<file path="config.mk">
export PLATFORM = sky130hd
export DESIGN_NAME = thermal_stage
export DESIGN_NICKNAME = d
export VERILOG_FILES = /design/src/hdl/level_compare.v /design/src/hdl/thermal_stage.v
export VERILOG_INCLUDE_DIRS = /design/src /design/src/include
export SDC_FILE = /design/constraint.sdc
export NUM_CORES = 1
export LEC_CHECK = 0
export CAP_MARGIN = 20
export CELL_PAD_IN_SITES_DETAIL_PLACEMENT = 1
export CELL_PAD_IN_SITES_GLOBAL_PLACEMENT = 1
export CORE_MARGIN = 2
export CORE_UTILIZATION = 35
export DETAILED_ROUTE_END_ITERATION = 6
export DONT_BUFFER_PORTS = 1
export GPL_ROUTABILITY_DRIVEN = 0
export PLACE_DENSITY = 0.61
export SETUP_SLACK_MARGIN = 0.05
export SLEW_MARGIN = 20
export SYNTH_ARGS = -nofsm -noshare
export SYNTH_HDL_FRONTEND = slang
export SYNTH_SLANG_ARGS = --single-unit
</file>
<file path="constraint.sdc">
create_clock -name aclk -period 5.6 [get_ports aclk]
set_clock_uncertainty 0.05 [all_clocks]
set_input_delay 0.56 -clock aclk [delete_from_list [all_inputs] [get_ports aclk]]
set_output_delay 0.56 -clock aclk [all_outputs]
set_load 0.05 [all_outputs]
</file>
<file path="src/include/thermal_stage_regs.vh">
// Register map, field positions, reset values and timing for thermal_stage.
// Assumes a 100 MHz aclk and 32-bit AXI4-Lite access.
`ifndef THERMAL_STAGE_REGS_VH
`define THERMAL_STAGE_REGS_VH

// Byte offsets
`define TS_CTRL_OFS      8'h00
`define TS_ALARM1_OFS    8'h04
`define TS_ALARM2_OFS    8'h08
`define TS_INHIBIT_OFS   8'h0C
`define TS_TRIP_OFS      8'h10
`define TS_DELAY_OFS     8'h14
`define TS_CAPACITY_OFS  8'h18
`define TS_CURRENT_OFS   8'h1C
`define TS_STATUS_OFS    8'h20
`define TS_FAULT_OFS     8'h24

// Control field positions
`define TS_EN_ALARM1_BIT  0
`define TS_EN_ALARM2_BIT  1
`define TS_EN_INHIBIT_BIT 2
`define TS_EN_TRIP_BIT    3
`define TS_MODE_LSB       4
`define TS_MODE_MSB       6
`define TS_SF_BAD_BIT     8
`define TS_AMB_BAD_BIT    9

// Reset values, thresholds in 0.1 % units
`define TS_CTRL_RST      10'h000
`define TS_ALARM1_RST    11'h190
`define TS_ALARM2_RST    11'h190
`define TS_INHIBIT_RST   11'h320
`define TS_TRIP_RST      11'h3E8
`define TS_DELAY_RST     20'h00000
`define TS_PCT_W         11

// Behaviour modes
`define TS_MODE_ON       3'h0
`define TS_MODE_BLK      3'h1
`define TS_MODE_TEST     3'h2
`define TS_MODE_TESTBLK  3'h3
`define TS_MODE_OFF      3'h4

// Operating condition codes
`define TS_COND_NORMAL   3'h0
`define TS_COND_ALARM1   3'h1
`define TS_COND_ALARM2   3'h2
`define TS_COND_INHIBIT  3'h3
`define TS_COND_TRIP     3'h4
`define TS_COND_BLOCKED  3'h5

// Load status codes
`define TS_LOAD_LIGHT    2'h0
`define TS_LOAD_NORMAL   2'h1
`define TS_LOAD_OVER     2'h2
`define TS_LOAD_HIGH     2'h3

// Current in 0.1 % of nominal: 1 % and 2 x nominal
`define TS_CUR_LIGHT     16'h000A
`define TS_CUR_HIGH      16'h07D0

// Program cycle and trip delay step
`define TS_CLK_NS        10
`define TS_CYCLE_NS      5000000
`define TS_CYCLE_CLKS    (`TS_CYCLE_NS / `TS_CLK_NS)

`endif

</file>
<file path="src/hdl/level_compare.v">
// Threshold comparator with enable and one-step hysteresis.
// Assumes capacity and threshold in the same 0.1 % units.
`timescale 1ns/1ps
`default_nettype none
module level_compare #(
    parameter W = 11,
    parameter HYST = 1
) (
    input wire aclk,
    input wire aresetn,
    input wire sample,
    input wire enable,
    input wire [W-1:0] capacity,
    input wire [W-1:0] level,
    output reg active_q
);
    wire [W:0] lower;
    assign lower = {1'b0, level} - HYST[W:0];

    // Set on reaching level, clear below level less hysteresis
    always @(posedge aclk) begin
        if (!aresetn) begin
            active_q <= 1'b0;
        end else if (!enable) begin
            active_q <= 1'b0;
        end else if (sample) begin
            if (capacity >= level)
                active_q <= 1'b1;
            else if (level == {W{1'b0}} || {1'b0, capacity} < lower)
                active_q <= 1'b0;
        end
    end
endmodule // level_compare
`default_nettype wire

</file>
<file path="src/hdl/thermal_stage.v">
// Output decision logic of the thermal overload stage, AXI4-Lite slave.
// Assumes blocking_in arrives asynchronously from the blocking matrix.
//
// The register addresses and register access over AXI4-Lite are this design's own decisions.
`timescale 1ns/1ps
`default_nettype none
`include "thermal_stage_regs.vh"

// Summary of operation
// - Alarm 1, alarm 2, inhibit and trip each have their own enable, off by default; disabled never drives.
// - Alarm 1 asserts when capacity reaches its level, default 40 percent.
// - Alarm 2 asserts when capacity reaches its level, default 40 percent.
// - Restart inhibit asserts at its level, default 80 percent.
// - Trip condition rises at trip level, default 100 percent.
// - Trip held off by settable delay in 5 ms steps, zero adds none.
// - Blocking input sampled once at start of each program cycle.
// - Pick-up without blocking asserts start and proceeds to timing.
// - Pick-up with blocking asserts blocked and skips further processing.
// - Blocking during start clears start and runs release as pick-up drop.
// - Condition code reported; normal condition drives no output.
// - Load light below 1 percent nominal, normal up to trip limit.
// - Overloading above pick-up up to 2x nominal; high above 2x.
// - Invalid service factor uses 1.0 and flags fault while present.
// - Inconsistent ambient settings use 1.0 and flag fault while present.
// - Behaviour mode on, blocked, test, test blocked or off.
// - Settings change live and apply without restart.
module thermal_stage #(
    parameter CYCLE_CLKS = `TS_CYCLE_CLKS,
    parameter DW = 20
) (
    input wire aclk,
    input wire aresetn,
    input wire [7:0] s_axi_awaddr,
    input wire s_axi_awvalid,
    output reg s_axi_awready,
    input wire [31:0] s_axi_wdata,
    input wire [3:0] s_axi_wstrb,
    input wire s_axi_wvalid,
    output reg s_axi_wready,
    output reg [1:0] s_axi_bresp,
    output reg s_axi_bvalid,
    input wire s_axi_bready,
    input wire [7:0] s_axi_araddr,
    input wire s_axi_arvalid,
    output reg s_axi_arready,
    output reg [31:0] s_axi_rdata,
    output reg [1:0] s_axi_rresp,
    output reg s_axi_rvalid,
    input wire s_axi_rready,
    input wire blocking_in,
    output reg alarm1_q,
    output reg alarm2_q,
    output reg inhibit_q,
    output reg trip_q,
    output reg start_q,
    output reg blocked_q,
    output reg [2:0] condition_q,
    output reg [1:0] load_q,
    output reg sf_fault_q,
    output reg amb_fault_q
);
    // Settings
    reg [9:0] ctrl_q;
    reg [`TS_PCT_W-1:0] lvl_a1_q, lvl_a2_q, lvl_inh_q, lvl_trip_q;
    reg [DW-1:0] delay_q;
    reg [`TS_PCT_W-1:0] capacity_q;
    reg [15:0] current_q;
    // Bus state
    reg [7:0] awaddr_q;
    reg aw_held_q, w_held_q;
    reg [31:0] wdata_q;
    reg [3:0] wstrb_q;
    // Program cycle and blocking
    reg [31:0] cyc_cnt_q;
    reg tick_q;
    reg blk_meta_q, blk_sync_q, blk_smp_q;
    reg [DW-1:0] dly_cnt_q;
    reg trip_timed_q;

    wire [2:0] mode;
    wire test_mode, mode_block, mode_off;
    wire a1_raw, a2_raw, inh_raw, trip_raw;
    wire blocked_now, pickup;

    // Map a byte lane strobe onto a word
    function [31:0] merge;
        input [31:0] old;
        input [31:0] nw;
        input [3:0] strb;
        integer i;
        begin
            for (i = 0; i < 4; i = i + 1)
                merge[i*8 +: 8] = strb[i] ? nw[i*8 +: 8] : old[i*8 +: 8];
        end
    endfunction

    // Known register offset check
    function mapped;
        input [7:0] a;
        begin
            mapped = (a[1:0] == 2'b00) && (a <= `TS_FAULT_OFS);
        end
    endfunction

    assign mode = ctrl_q[`TS_MODE_MSB:`TS_MODE_LSB];
    assign mode_off = (mode == `TS_MODE_OFF) || (mode > `TS_MODE_OFF);
    assign mode_block = (mode == `TS_MODE_BLK) || (mode == `TS_MODE_TESTBLK);
    assign test_mode = (mode == `TS_MODE_TEST) || (mode == `TS_MODE_TESTBLK);

    // Byte-lane merge of each writable register with the held write word
    wire [31:0] m_ctrl, m_a1, m_a2, m_inh, m_trip, m_dly, m_cap, m_cur;
    assign m_ctrl = merge({22'h000000, ctrl_q}, wdata_q, wstrb_q);
    assign m_a1 = merge({21'h000000, lvl_a1_q}, wdata_q, wstrb_q);
    assign m_a2 = merge({21'h000000, lvl_a2_q}, wdata_q, wstrb_q);
    assign m_inh = merge({21'h000000, lvl_inh_q}, wdata_q, wstrb_q);
    assign m_trip = merge({21'h000000, lvl_trip_q}, wdata_q, wstrb_q);
    assign m_dly = merge({12'h000, delay_q}, wdata_q, wstrb_q);
    assign m_cap = merge({21'h000000, capacity_q}, wdata_q, wstrb_q);
    assign m_cur = merge({16'h0000, current_q}, wdata_q, wstrb_q);

    // Threshold comparators, enables applied live
    level_compare #(.W(`TS_PCT_W), .HYST(1)) u_a1 (
        .aclk(aclk), .aresetn(aresetn), .sample(tick_q),
        .enable(ctrl_q[`TS_EN_ALARM1_BIT] & ~mode_off),
        .capacity(capacity_q), .level(lvl_a1_q), .active_q(a1_raw));
    level_compare #(.W(`TS_PCT_W), .HYST(1)) u_a2 (
        .aclk(aclk), .aresetn(aresetn), .sample(tick_q),
        .enable(ctrl_q[`TS_EN_ALARM2_BIT] & ~mode_off),
        .capacity(capacity_q), .level(lvl_a2_q), .active_q(a2_raw));
    level_compare #(.W(`TS_PCT_W), .HYST(1)) u_inh (
        .aclk(aclk), .aresetn(aresetn), .sample(tick_q),
        .enable(ctrl_q[`TS_EN_INHIBIT_BIT] & ~mode_off),
        .capacity(capacity_q), .level(lvl_inh_q), .active_q(inh_raw));
    level_compare #(.W(`TS_PCT_W), .HYST(1)) u_trip (
        .aclk(aclk), .aresetn(aresetn), .sample(tick_q),
        .enable(ctrl_q[`TS_EN_TRIP_BIT] & ~mode_off),
        .capacity(capacity_q), .level(lvl_trip_q), .active_q(trip_raw));

    assign pickup = trip_raw;
    assign blocked_now = blk_smp_q | mode_block;

    // Program cycle tick, 5 ms
    always @(posedge aclk) begin
        if (!aresetn) begin
            cyc_cnt_q <= 32'h00000000;
            tick_q <= 1'b0;
        end else if (cyc_cnt_q >= CYCLE_CLKS - 1) begin
            cyc_cnt_q <= 32'h00000000;
            tick_q <= 1'b1;
        end else begin
            cyc_cnt_q <= cyc_cnt_q + 32'h00000001;
            tick_q <= 1'b0;
        end
    end

    // Blocking synchroniser, sampled on the clock before each tick
    always @(posedge aclk) begin
        if (!aresetn) begin
            blk_meta_q <= 1'b0;
            blk_sync_q <= 1'b0;
            blk_smp_q <= 1'b0;
        end else begin
            blk_meta_q <= blocking_in;
            blk_sync_q <= blk_meta_q;
            if (cyc_cnt_q >= CYCLE_CLKS - 1)
                blk_smp_q <= blk_sync_q;
        end
    end

    // Start, blocked and trip delay
    always @(posedge aclk) begin
        if (!aresetn) begin
            start_q <= 1'b0;
            blocked_q <= 1'b0;
            dly_cnt_q <= {DW{1'b0}};
            trip_timed_q <= 1'b0;
        end else if (!pickup) begin
            start_q <= 1'b0;
            blocked_q <= 1'b0;
            dly_cnt_q <= {DW{1'b0}};
            trip_timed_q <= 1'b0;
        end else if (tick_q) begin
            if (blocked_now) begin
                blocked_q <= 1'b1;
                start_q <= 1'b0;
                dly_cnt_q <= {DW{1'b0}};
                trip_timed_q <= 1'b0;
            end else begin
                blocked_q <= 1'b0;
                start_q <= 1'b1;
                if (dly_cnt_q >= delay_q) begin
                    trip_timed_q <= 1'b1;
                end else begin
                    dly_cnt_q <= dly_cnt_q + {{(DW-1){1'b0}}, 1'b1};
                end
            end
        end
    end

    // Outputs; test mode keeps the I/O quiet, blocking quiets only trip via start_q
    always @(posedge aclk) begin
        if (!aresetn) begin
            alarm1_q <= 1'b0;
            alarm2_q <= 1'b0;
            inhibit_q <= 1'b0;
            trip_q <= 1'b0;
        end else begin
            alarm1_q <= a1_raw & ~test_mode;
            alarm2_q <= a2_raw & ~test_mode;
            inhibit_q <= inh_raw & ~test_mode;
            trip_q <= trip_timed_q & start_q & ~test_mode;
        end
    end

    // Condition code, highest severity first
    always @(posedge aclk) begin
        if (!aresetn)
            condition_q <= `TS_COND_NORMAL;
        else if (blocked_q)
            condition_q <= `TS_COND_BLOCKED;
        else if (trip_timed_q & start_q)
            condition_q <= `TS_COND_TRIP;
        else if (inh_raw)
            condition_q <= `TS_COND_INHIBIT;
        else if (a2_raw)
            condition_q <= `TS_COND_ALARM2;
        else if (a1_raw)
            condition_q <= `TS_COND_ALARM1;
        else
            condition_q <= `TS_COND_NORMAL;
    end

    // Load classification from current in 0.1 % of nominal
    always @(posedge aclk) begin
        if (!aresetn)
            load_q <= `TS_LOAD_LIGHT;
        else if (current_q < `TS_CUR_LIGHT)
            load_q <= `TS_LOAD_LIGHT;
        else if (current_q > `TS_CUR_HIGH)
            load_q <= `TS_LOAD_HIGH;
        else if (current_q > {5'h00, lvl_trip_q})
            load_q <= `TS_LOAD_OVER;
        else
            load_q <= `TS_LOAD_NORMAL;
    end

    // Setting faults follow their inputs, shown only while present
    always @(posedge aclk) begin
        if (!aresetn) begin
            sf_fault_q <= 1'b0;
            amb_fault_q <= 1'b0;
        end else begin
            sf_fault_q <= ctrl_q[`TS_SF_BAD_BIT];
            amb_fault_q <= ctrl_q[`TS_AMB_BAD_BIT];
        end
    end

    // AXI write: hold address and data until both present
    always @(posedge aclk) begin
        if (!aresetn) begin
            s_axi_awready <= 1'b1;
            s_axi_wready <= 1'b1;
            s_axi_bvalid <= 1'b0;
            s_axi_bresp <= 2'b00;
            aw_held_q <= 1'b0;
            w_held_q <= 1'b0;
            awaddr_q <= 8'h00;
            wdata_q <= 32'h00000000;
            wstrb_q <= 4'h0;
        end else begin
            if (s_axi_awvalid && s_axi_awready) begin
                awaddr_q <= s_axi_awaddr;
                aw_held_q <= 1'b1;
                s_axi_awready <= 1'b0;
            end
            if (s_axi_wvalid && s_axi_wready) begin
                wdata_q <= s_axi_wdata;
                wstrb_q <= s_axi_wstrb;
                w_held_q <= 1'b1;
                s_axi_wready <= 1'b0;
            end
            if (aw_held_q && w_held_q && !s_axi_bvalid) begin
                s_axi_bvalid <= 1'b1;
                s_axi_bresp <= mapped(awaddr_q) ? 2'b00 : 2'b10;
                aw_held_q <= 1'b0;
                w_held_q <= 1'b0;
            end
            if (s_axi_bvalid && s_axi_bready) begin
                s_axi_bvalid <= 1'b0;
                s_axi_awready <= 1'b1;
                s_axi_wready <= 1'b1;
            end
        end
    end

    // Register writes take effect at once, no restart
    always @(posedge aclk) begin
        if (!aresetn) begin
            ctrl_q <= `TS_CTRL_RST;
            lvl_a1_q <= `TS_ALARM1_RST;
            lvl_a2_q <= `TS_ALARM2_RST;
            lvl_inh_q <= `TS_INHIBIT_RST;
            lvl_trip_q <= `TS_TRIP_RST;
            delay_q <= `TS_DELAY_RST;
            capacity_q <= {`TS_PCT_W{1'b0}};
            current_q <= 16'h0000;
        end else if (aw_held_q && w_held_q && !s_axi_bvalid) begin
            case (awaddr_q)
                `TS_CTRL_OFS: ctrl_q <= m_ctrl[9:0];
                `TS_ALARM1_OFS: lvl_a1_q <= m_a1[`TS_PCT_W-1:0];
                `TS_ALARM2_OFS: lvl_a2_q <= m_a2[`TS_PCT_W-1:0];
                `TS_INHIBIT_OFS: lvl_inh_q <= m_inh[`TS_PCT_W-1:0];
                `TS_TRIP_OFS: lvl_trip_q <= m_trip[`TS_PCT_W-1:0];
                `TS_DELAY_OFS: delay_q <= m_dly[DW-1:0];
                `TS_CAPACITY_OFS: capacity_q <= m_cap[`TS_PCT_W-1:0];
                `TS_CURRENT_OFS: current_q <= m_cur[15:0];
                default: ;
            endcase
        end
    end

    // AXI read, one word per request
    always @(posedge aclk) begin
        if (!aresetn) begin
            s_axi_arready <= 1'b1;
            s_axi_rvalid <= 1'b0;
            s_axi_rdata <= 32'h00000000;
            s_axi_rresp <= 2'b00;
        end else if (s_axi_arvalid && s_axi_arready) begin
            s_axi_arready <= 1'b0;
            s_axi_rvalid <= 1'b1;
            s_axi_rresp <= mapped(s_axi_araddr) ? 2'b00 : 2'b10;
            case (s_axi_araddr)
                `TS_CTRL_OFS: s_axi_rdata <= {22'h000000, ctrl_q};
                `TS_ALARM1_OFS: s_axi_rdata <= {21'h000000, lvl_a1_q};
                `TS_ALARM2_OFS: s_axi_rdata <= {21'h000000, lvl_a2_q};
                `TS_INHIBIT_OFS: s_axi_rdata <= {21'h000000, lvl_inh_q};
                `TS_TRIP_OFS: s_axi_rdata <= {21'h000000, lvl_trip_q};
                `TS_DELAY_OFS: s_axi_rdata <= {12'h000, delay_q};
                `TS_CAPACITY_OFS: s_axi_rdata <= {21'h000000, capacity_q};
                `TS_CURRENT_OFS: s_axi_rdata <= {16'h0000, current_q};
                `TS_STATUS_OFS:
                    s_axi_rdata <= {16'h0000, 2'b00, blocked_q, start_q,
                                    trip_q, inhibit_q, alarm2_q, alarm1_q,
                                    1'b0, condition_q, 2'b00, load_q};
                `TS_FAULT_OFS:
                    s_axi_rdata <= {30'h00000000, amb_fault_q, sf_fault_q};
                default: s_axi_rdata <= 32'h00000000;
            endcase
        end else if (s_axi_rvalid && s_axi_rready) begin
            s_axi_rvalid <= 1'b0;
            s_axi_arready <= 1'b1;
        end
    end
endmodule // thermal_stage
`default_nettype wire

</file>
==> impl_metrics.py, run 1 <==
metrics = {
    "layout": {
        "multi_input_area_um2": 7900,
        "diodes": 0,
        "layout-drive-gt1-share_pct": 4.61,
        "mostFrequentLayoutCell": "nand2_1",
        "utilization_pct": 39.1,
        "nets": 1792,
        "area_growth_pct": 10.5,
        "fill_cells": 4475,
        "final-seq-area_um2": 4700,
        "layout_common_cells": "nand2_1 (243), dfxtp_1 (235), a21oi_1 (175)",
    },
    "clock_network": {
        "cts_tree": "yes",
        "clock_latency_ns": 0.59,
        "clock_path_buffers": 3,
        "cts_max_level": 1,
        "cts_buffers": 28,
        "root_buffer": "clkbuf_16",
        "cts_resized": 0,
        "path_clk_slew_ns": 0.07,
        "post_cts.repair.setup_buffers": 0,
        "clock_sinks": 235,
    },
    "sta": {
        "max_slew_margin_pct": 29.6,
        "final-hold-violation-count": 0,
        "fin_crit_sh_pct": 51.4,
        "final_max_slew_viol_count": 0,
        "fmax_mhz": 348,
        "worst_pin_slew_ns": 1.05,
        "hold_ws_ns": 0.0183,
        "finalSetupViolations": 0,
        "setup_slack_ns": 2.72,
        "post-route-min-period_ns": 2.88,
        "setup_tns_ns": 0,
        "rsz0062_at_grt": "false",
    },
    "critical_path": {
        "crit_chain": "or4_4 -> or4_4 -> nor3_1 -> xnor2_1 -> ha_1 -> o21ai_0 -> nand3b_1 -> nand4_1 -> a311oi_1 -> a41o_1",
        "startpoint_type": "register",
        "crit_required_ns": 6.07,
        "crit_type": "register to register",
        "reg2reg_to": "u_inh.active_q$_SDFFE_PN0P_",
        "slowest_delay_ns": 0.59,
        "r2r_start": "lvl_inh_q[2]$_SDFFE_PN0P_",
        "cp_common_cell": "or4_4",
        "worst_path_max_delay_cell": "or4_4",
        "cp.arrival_ns": 3.34,
        "end_kind": "register",
        "ff2ff_setup_slack_ns": 2.72,
        "cp_max_fo": 6,
        "ff2ff_path_depth": 10,
    },
    "drt": {
        "drt-pass1-iter-count": 6,
        "routedWlPerCell_um": 21.8,
        "drc": 0,
        "vias": 11800,
        "ant_nets": 0,
        "first_iter_violations": 687,
        "wirelength_mm": 46.7,
        "routed_via_density": 5.53,
    },
    "grt": {
        "grt_overflow": 0,
        "grt_max_degree": 74,
        "antenna_found_initial": 0,
        "grt_pass1_wl_mm": 71.6,
        "grt_pass1_vias": 12000,
        "track_usage_pct": 23.8,
    },
    "hold_path": {
        "holdPathStages": 1,
        "hold_start": "aresetn",
        "min_to": "lvl_a2_q[7]$_SDFFE_PN1P_",
        "hp-class": "input port to register",
    },
    "yosys": {
        "syn_area_per_cell_um2": 8.10,
        "synthCells": 1633,
        "synth_edf_count": 0,
        "ys_seq_area_share_pct": 35.6,
        "synth-seq-cells": 235,
        "synth_cell_type_count": 66,
        "synth.cell_area_um2": 13200,
        "yosysWarnings": 0,
        "synth_async_sr_flop_share_pct": 0,
        "synthFlopType": "dfxtp_1",
    },
    "die": {
        "io_pins": 114,
        "initial_utilization_pct": 35.4,
        "placementRows": 71,
        "die_h_um": 198,
        "core_area_um2": 37400,
        "die_w_um": 198,
        "die_area_um2": 39400,
    },
    "power": {
        "p_int_mw": 2.89,
        "power_switching_mw": 0.946,
        "p_sw_share_pct": 24.7,
        "pwr-share-clk_pct": 50.4,
        "p_leak_nw": 5.29,
        "p_seq_share_pct": 45.8,
        "ir_drop_uv": 222,
        "p_total_mw": 3.83,
        "power_density_nw_per_um2": 262,
        "combPwrFrac_pct": 3.8,
    },
    "run_status": {
        "status": "completed",
    },
    "job": {
        "drv_cap": 0,
    },
    "place": {
        "pre_cts_ws_ns": 2.71,
        "dp.final_hpwl_mm": 34.6,
        "io_buffer_count": 0,
    },
}
[per-layer routing]
layer	vias up	track usage, %	share of wire, %
met4	0	8.66	3.7
met2	234	38.6	46
met1	5794	31.3	46
met5	-	0	0
li1	5725	-	-
met3	76	4.63	5.1
[worst max-delay path by stage]
| stage | slack [ns] | cells after the start | endpoint | start |
|---|---|---|---|---|
| final | 2.72 | 10 | u_inh.active_q$_SDFFE_PN0P_ | lvl_inh_q[2]$_SDFFE_PN0P_ |
| after global routing | 2.36 | 6 | current_q[13]$_SDFFE_PN0P_ | s_axi_bvalid$_SDFFE_PP0P_ |
| after CTS | 2.69 | 6 | current_q[11]$_SDFFE_PN0P_ | s_axi_bvalid$_SDFFE_PP0P_ |
| after detailed placement | 2.71 | 6 | current_q[11]$_SDFFE_PN0P_ | s_axi_bvalid$_SDFFE_PP0P_ |
| after global placement | 2.75 | 6 | current_q[11]$_SDFFE_PN0P_ | s_axi_bvalid$_SDFFE_PP0P_ |
| after floorplan | 3.02 | 10 | u_inh.active_q$_SDFFE_PN0P_ | lvl_inh_q[2]$_SDFFE_PN0P_ |
[timing repair]
item | CTS | global route
hold buffers | 0 | 1
setup endpoints to repair | 0 | 0
hold endpoints to repair | 0 | 1
[cell families after synthesis]
kind of cell,share of synthesized area [%]
adder cells (fa/ha/maj),11.8
multiplexers,3.56
AO/OA/AOI/OAI,20.0
flip-flops,35.6
XOR/XNOR,3.31
other,0.0283
buffers and inverters,5.50
AND/OR/NAND/NOR,20.2
[Yosys cell counts, types with 19 or more instances]
master	instances	share of area, %
clkbuf_1	62	1.8
ha_1	125	12
dfxtp_1	235	36
mux2i_1	47	3.6
o21ai_0	97	3.7
nor2b_1	19	0.90
a22oi_1	23	1.3
inv_1	81	2.3
nand3_1	69	2.6
nor4_1	21	0.99
nor2_1	87	2.5
a21oi_1	175	6.6
xnor2_1	40	2.6
nor3_1	29	1.1
nand2_1	243	6.9
nand4_1	21	0.99
[sequential cells by signal, summed over array words and instances, names as in the netlist, 2 cells and up]
signal and flops:
ctrl_q 10, lvl_trip_q 11, load_q 2, dly_cnt_q 20, delay_q 20, awaddr_q 8, cyc_cnt_q 32, wstrb_q 3
lvl_inh_q 11, capacity_q 11, lvl_a1_q 11, condition_q 3, lvl_a2_q 11, wdata_q 20, current_q 16, s_axi_rdata 20
[through the flow]
stage	area, um^2	cells
after floorplan	13300	1659
after global placement	13600	2087
after detailed placement	13600	2087
after CTS	14600	2137
after global routing	14600	2138
final	14600	2138
[layout make-up]
cell class	instances	area share, %
inverters	81	2.10
clock buffers	36	5.27
flip-flops and latches	235	32.2
multi-input cells	1249	54.0
clock inverters	14	1.38
well taps	511	4.38
repair buffers	12	0.634
[critical path: cells and delay by family, from the launching register on]
kind,cells,cell delay (ns)
simple gates,5,1.45
compound gates,3,0.56
flops,1,0.38
fa+ha+maj,1,0.28
xor+xnor,1,0.11
[power groups by stage]
| stage | sequential (mW) | combinational, mW | clock (mW) |
|---|---|---|---|
| floorplan | 1.76 | 0.139 | 0 |
| global placement | 1.79 | 0.143 | 0 |
| detailed placement | 1.79 | 0.144 | 0 |
| CTS | 1.76 | 0.144 | 1.97 |
| global route | 1.76 | 0.159 | 2.04 |
| finish | 1.76 | 0.145 | 1.93 |
(Power assumes the default switching activity.)
==> run 2, diff against run 1 <==
Settings changed: PLACE_DENSITY 0.61 to 0.64.
Clock period 5.6 ns to 2.6 ns, I/O delays scaled along.
==> impl_metrics.py, run 2 (same netlist as run 1, synthesis figures left out) <==
metrics = {
    "layout": {
        "mostFrequentLayoutCell": "nand2_1",
        "area_growth_pct": 19.9,
        "layout-drive-gt1-share_pct": 9.26,
        "top_register": "cyc_cnt_q",
        "nets": 1929,
        "largest_reg_flops": 32,
        "layout_common_cells": "nand2_1 (241), dfxtp_1 (232), a21oi_1 (174)",
        "utilization_pct": 42.4,
        "design_area_um2": 15900,
    },
    "drt": {
        "first_iter_violations": 833,
        "wirelength_mm": 49.0,
        "ant_nets": 0,
        "drc": 0,
        "routedWlPerCell_um": 21.6,
        "drt-pass1-iter-count": 5,
        "vias": 12500,
        "routed_via_density": 5.50,
    },
    "critical_path": {
        "cp_max_fo": 2,
        "crit_required_ns": 3.00,
        "crit_type": "register to register",
        "cp.arrival_ns": 2.99,
        "end_kind": "register",
        "startpoint_type": "register",
        "ff2ff_path_depth": 11,
    },
    "grt": {
        "grt_pass1_vias": 12700,
        "grt_max_degree": 109,
        "antenna_found_initial": 1,
        "track_usage_pct": 24.9,
        "grt_overflow": 0,
        "grt_pass1_wl_mm": 75.0,
    },
    "place": {
        "io_buffer_count": 0,
        "placed_cell_area_um2": 14200,
        "dp.final_hpwl_mm": 35.1,
    },
    "sta": {
        "setup_tns_ns": 0,
        "worst_pin_slew_ns": 1.11,
        "fin_crit_sh_pct": 99.7,
        "rsz0062_at_grt": "true",
        "finalSetupViolations": 0,
        "fmax_mhz": 386,
        "post-route-min-period_ns": 2.59,
        "final_max_slew_viol_count": 0,
        "final-hold-violation-count": 0,
        "max_slew_margin_pct": 25.5,
    },
    "die": {
        "placementRows": 71,
        "core_area_um2": 37400,
        "io_pins": 114,
        "die_area_um2": 39400,
        "die_w_um": 198,
        "initial_utilization_pct": 35.4,
        "die_h_um": 198,
    },
    "clock_network": {
        "cts_tree": "yes",
        "path_clk_slew_ns": 0.06,
        "clock_sinks": 235,
        "clock_latency_ns": 0.57,
        "cts_buffers": 27,
        "clock_path_buffers": 3,
        "root_buffer": "clkbuf_16",
        "cts_max_level": 1,
    },
    "run_status": {
        "status": "completed",
    },
    "hold_path": {
        "hp-class": "input port to register",
        "holdPathStages": 4,
    },
    "job": {
        "drv_cap": 0,
    },
    "power": {
        "power_density_nw_per_um2": 508,
        "p_leak_nw": 5.91,
        "ir_drop_uv": 430,
    },
}
-- run 2: changes by cell type in the layout (fill, tap and decap cells not counted), sizes merged --
cell	delta
clkbuf	-1
dlygate4sd3	+66
bufinv	-2
inv	+2
buf	+72
clkinvlp	-1
diode	+1
clkinv	-2
-- run 2: worst paths after layout --
| check | from | slack [ns] | endpoint |
|---|---|---|---|
| max reg2reg | lvl_inh_q[2]$_SDFFE_PN0P_ | 0.008 | u_inh.active_q$_SDFFE_PN0P_ |
| max | lvl_inh_q[2]$_SDFFE_PN0P_ | 0.008 | u_inh.active_q$_SDFFE_PN0P_ |
| min reg2reg | wdata_q[19]$_SDFFE_PN0P_ | 0.41 | wdata_q[19]$_SDFFE_PN0P_ |
| min | s_axi_arvalid | 0.02 | s_axi_rdata[12]$_SDFFE_PN0P_ |
-- run 2: layout make-up --
cell class | count | area (um^2)
antenna | 1 | 2.50
clock buffer | 35 | 756
clock inverter | 11 | 124
fill | 4461 | 21500
inverter | 81 | 307
multi-input combinational | 1249 | 8010
sequential | 235 | 4710
tap | 511 | 639
timing repair buffer | 150 | 1320
-- run 2: power breakdown --
part           switching (mW)  leakage, nW  internal (mW)  total [mW]
clock                    1.62        0.442           2.24        3.86
sequential              0.117         1.91           3.66        3.77
combinational           0.286         3.56          0.144       0.429
total                    2.02         5.91           6.04        8.06
-- run 2: stage by stage --
step | setup slack (ns) | hold WS, ns | power, mW | std cells
after floorplan | 0.0793 | 0.310 | 4.09 | 1659
after global placement | 0.0247 | 0.309 | 4.19 | 2159
after detailed placement | -0.0189 | 0.316 | 4.19 | 2159
after CTS | -0.00749 | 0.00948 | 8.12 | 2271
after global routing | -0.121 | 0.0356 | 8.29 | 2272
final | 0.00839 | 0.0208 | 8.06 | 2273
-- run 2: routing by layer --
metal | track usage (%) | vias to the layer above | routed length [um]
met5 | 0 | - | 0
met4 | 8.47 | 0 | 1610
met3 | 3.70 | 86 | 2360
met2 | 41.4 | 286 | 22800
met1 | 32.8 | 6138 | 22200
li1 | - | 5991 | -
-- run 2: timing repair --
action,in CTS,in global routing
hold endpoints to repair,67,19
gates resized for setup,4,22
pin swaps,0,2
endpoints found under the setup margin,5,42
setup buffers,0,0
hold buffers,66,1
-- run 2: critical path: stages, from the launching register on --
cell and delay, ns:
dfxtp_1 0.31, or4_4 0.54, or4_4 0.46, nor2_4 0.10
nand2_1 0.07, xnor2_1 0.14, ha_1 0.27, o21ai_1 0.09
nand3b_1 0.09, nand4_1 0.11, a311oi_2 0.04, a41o_1 0.22
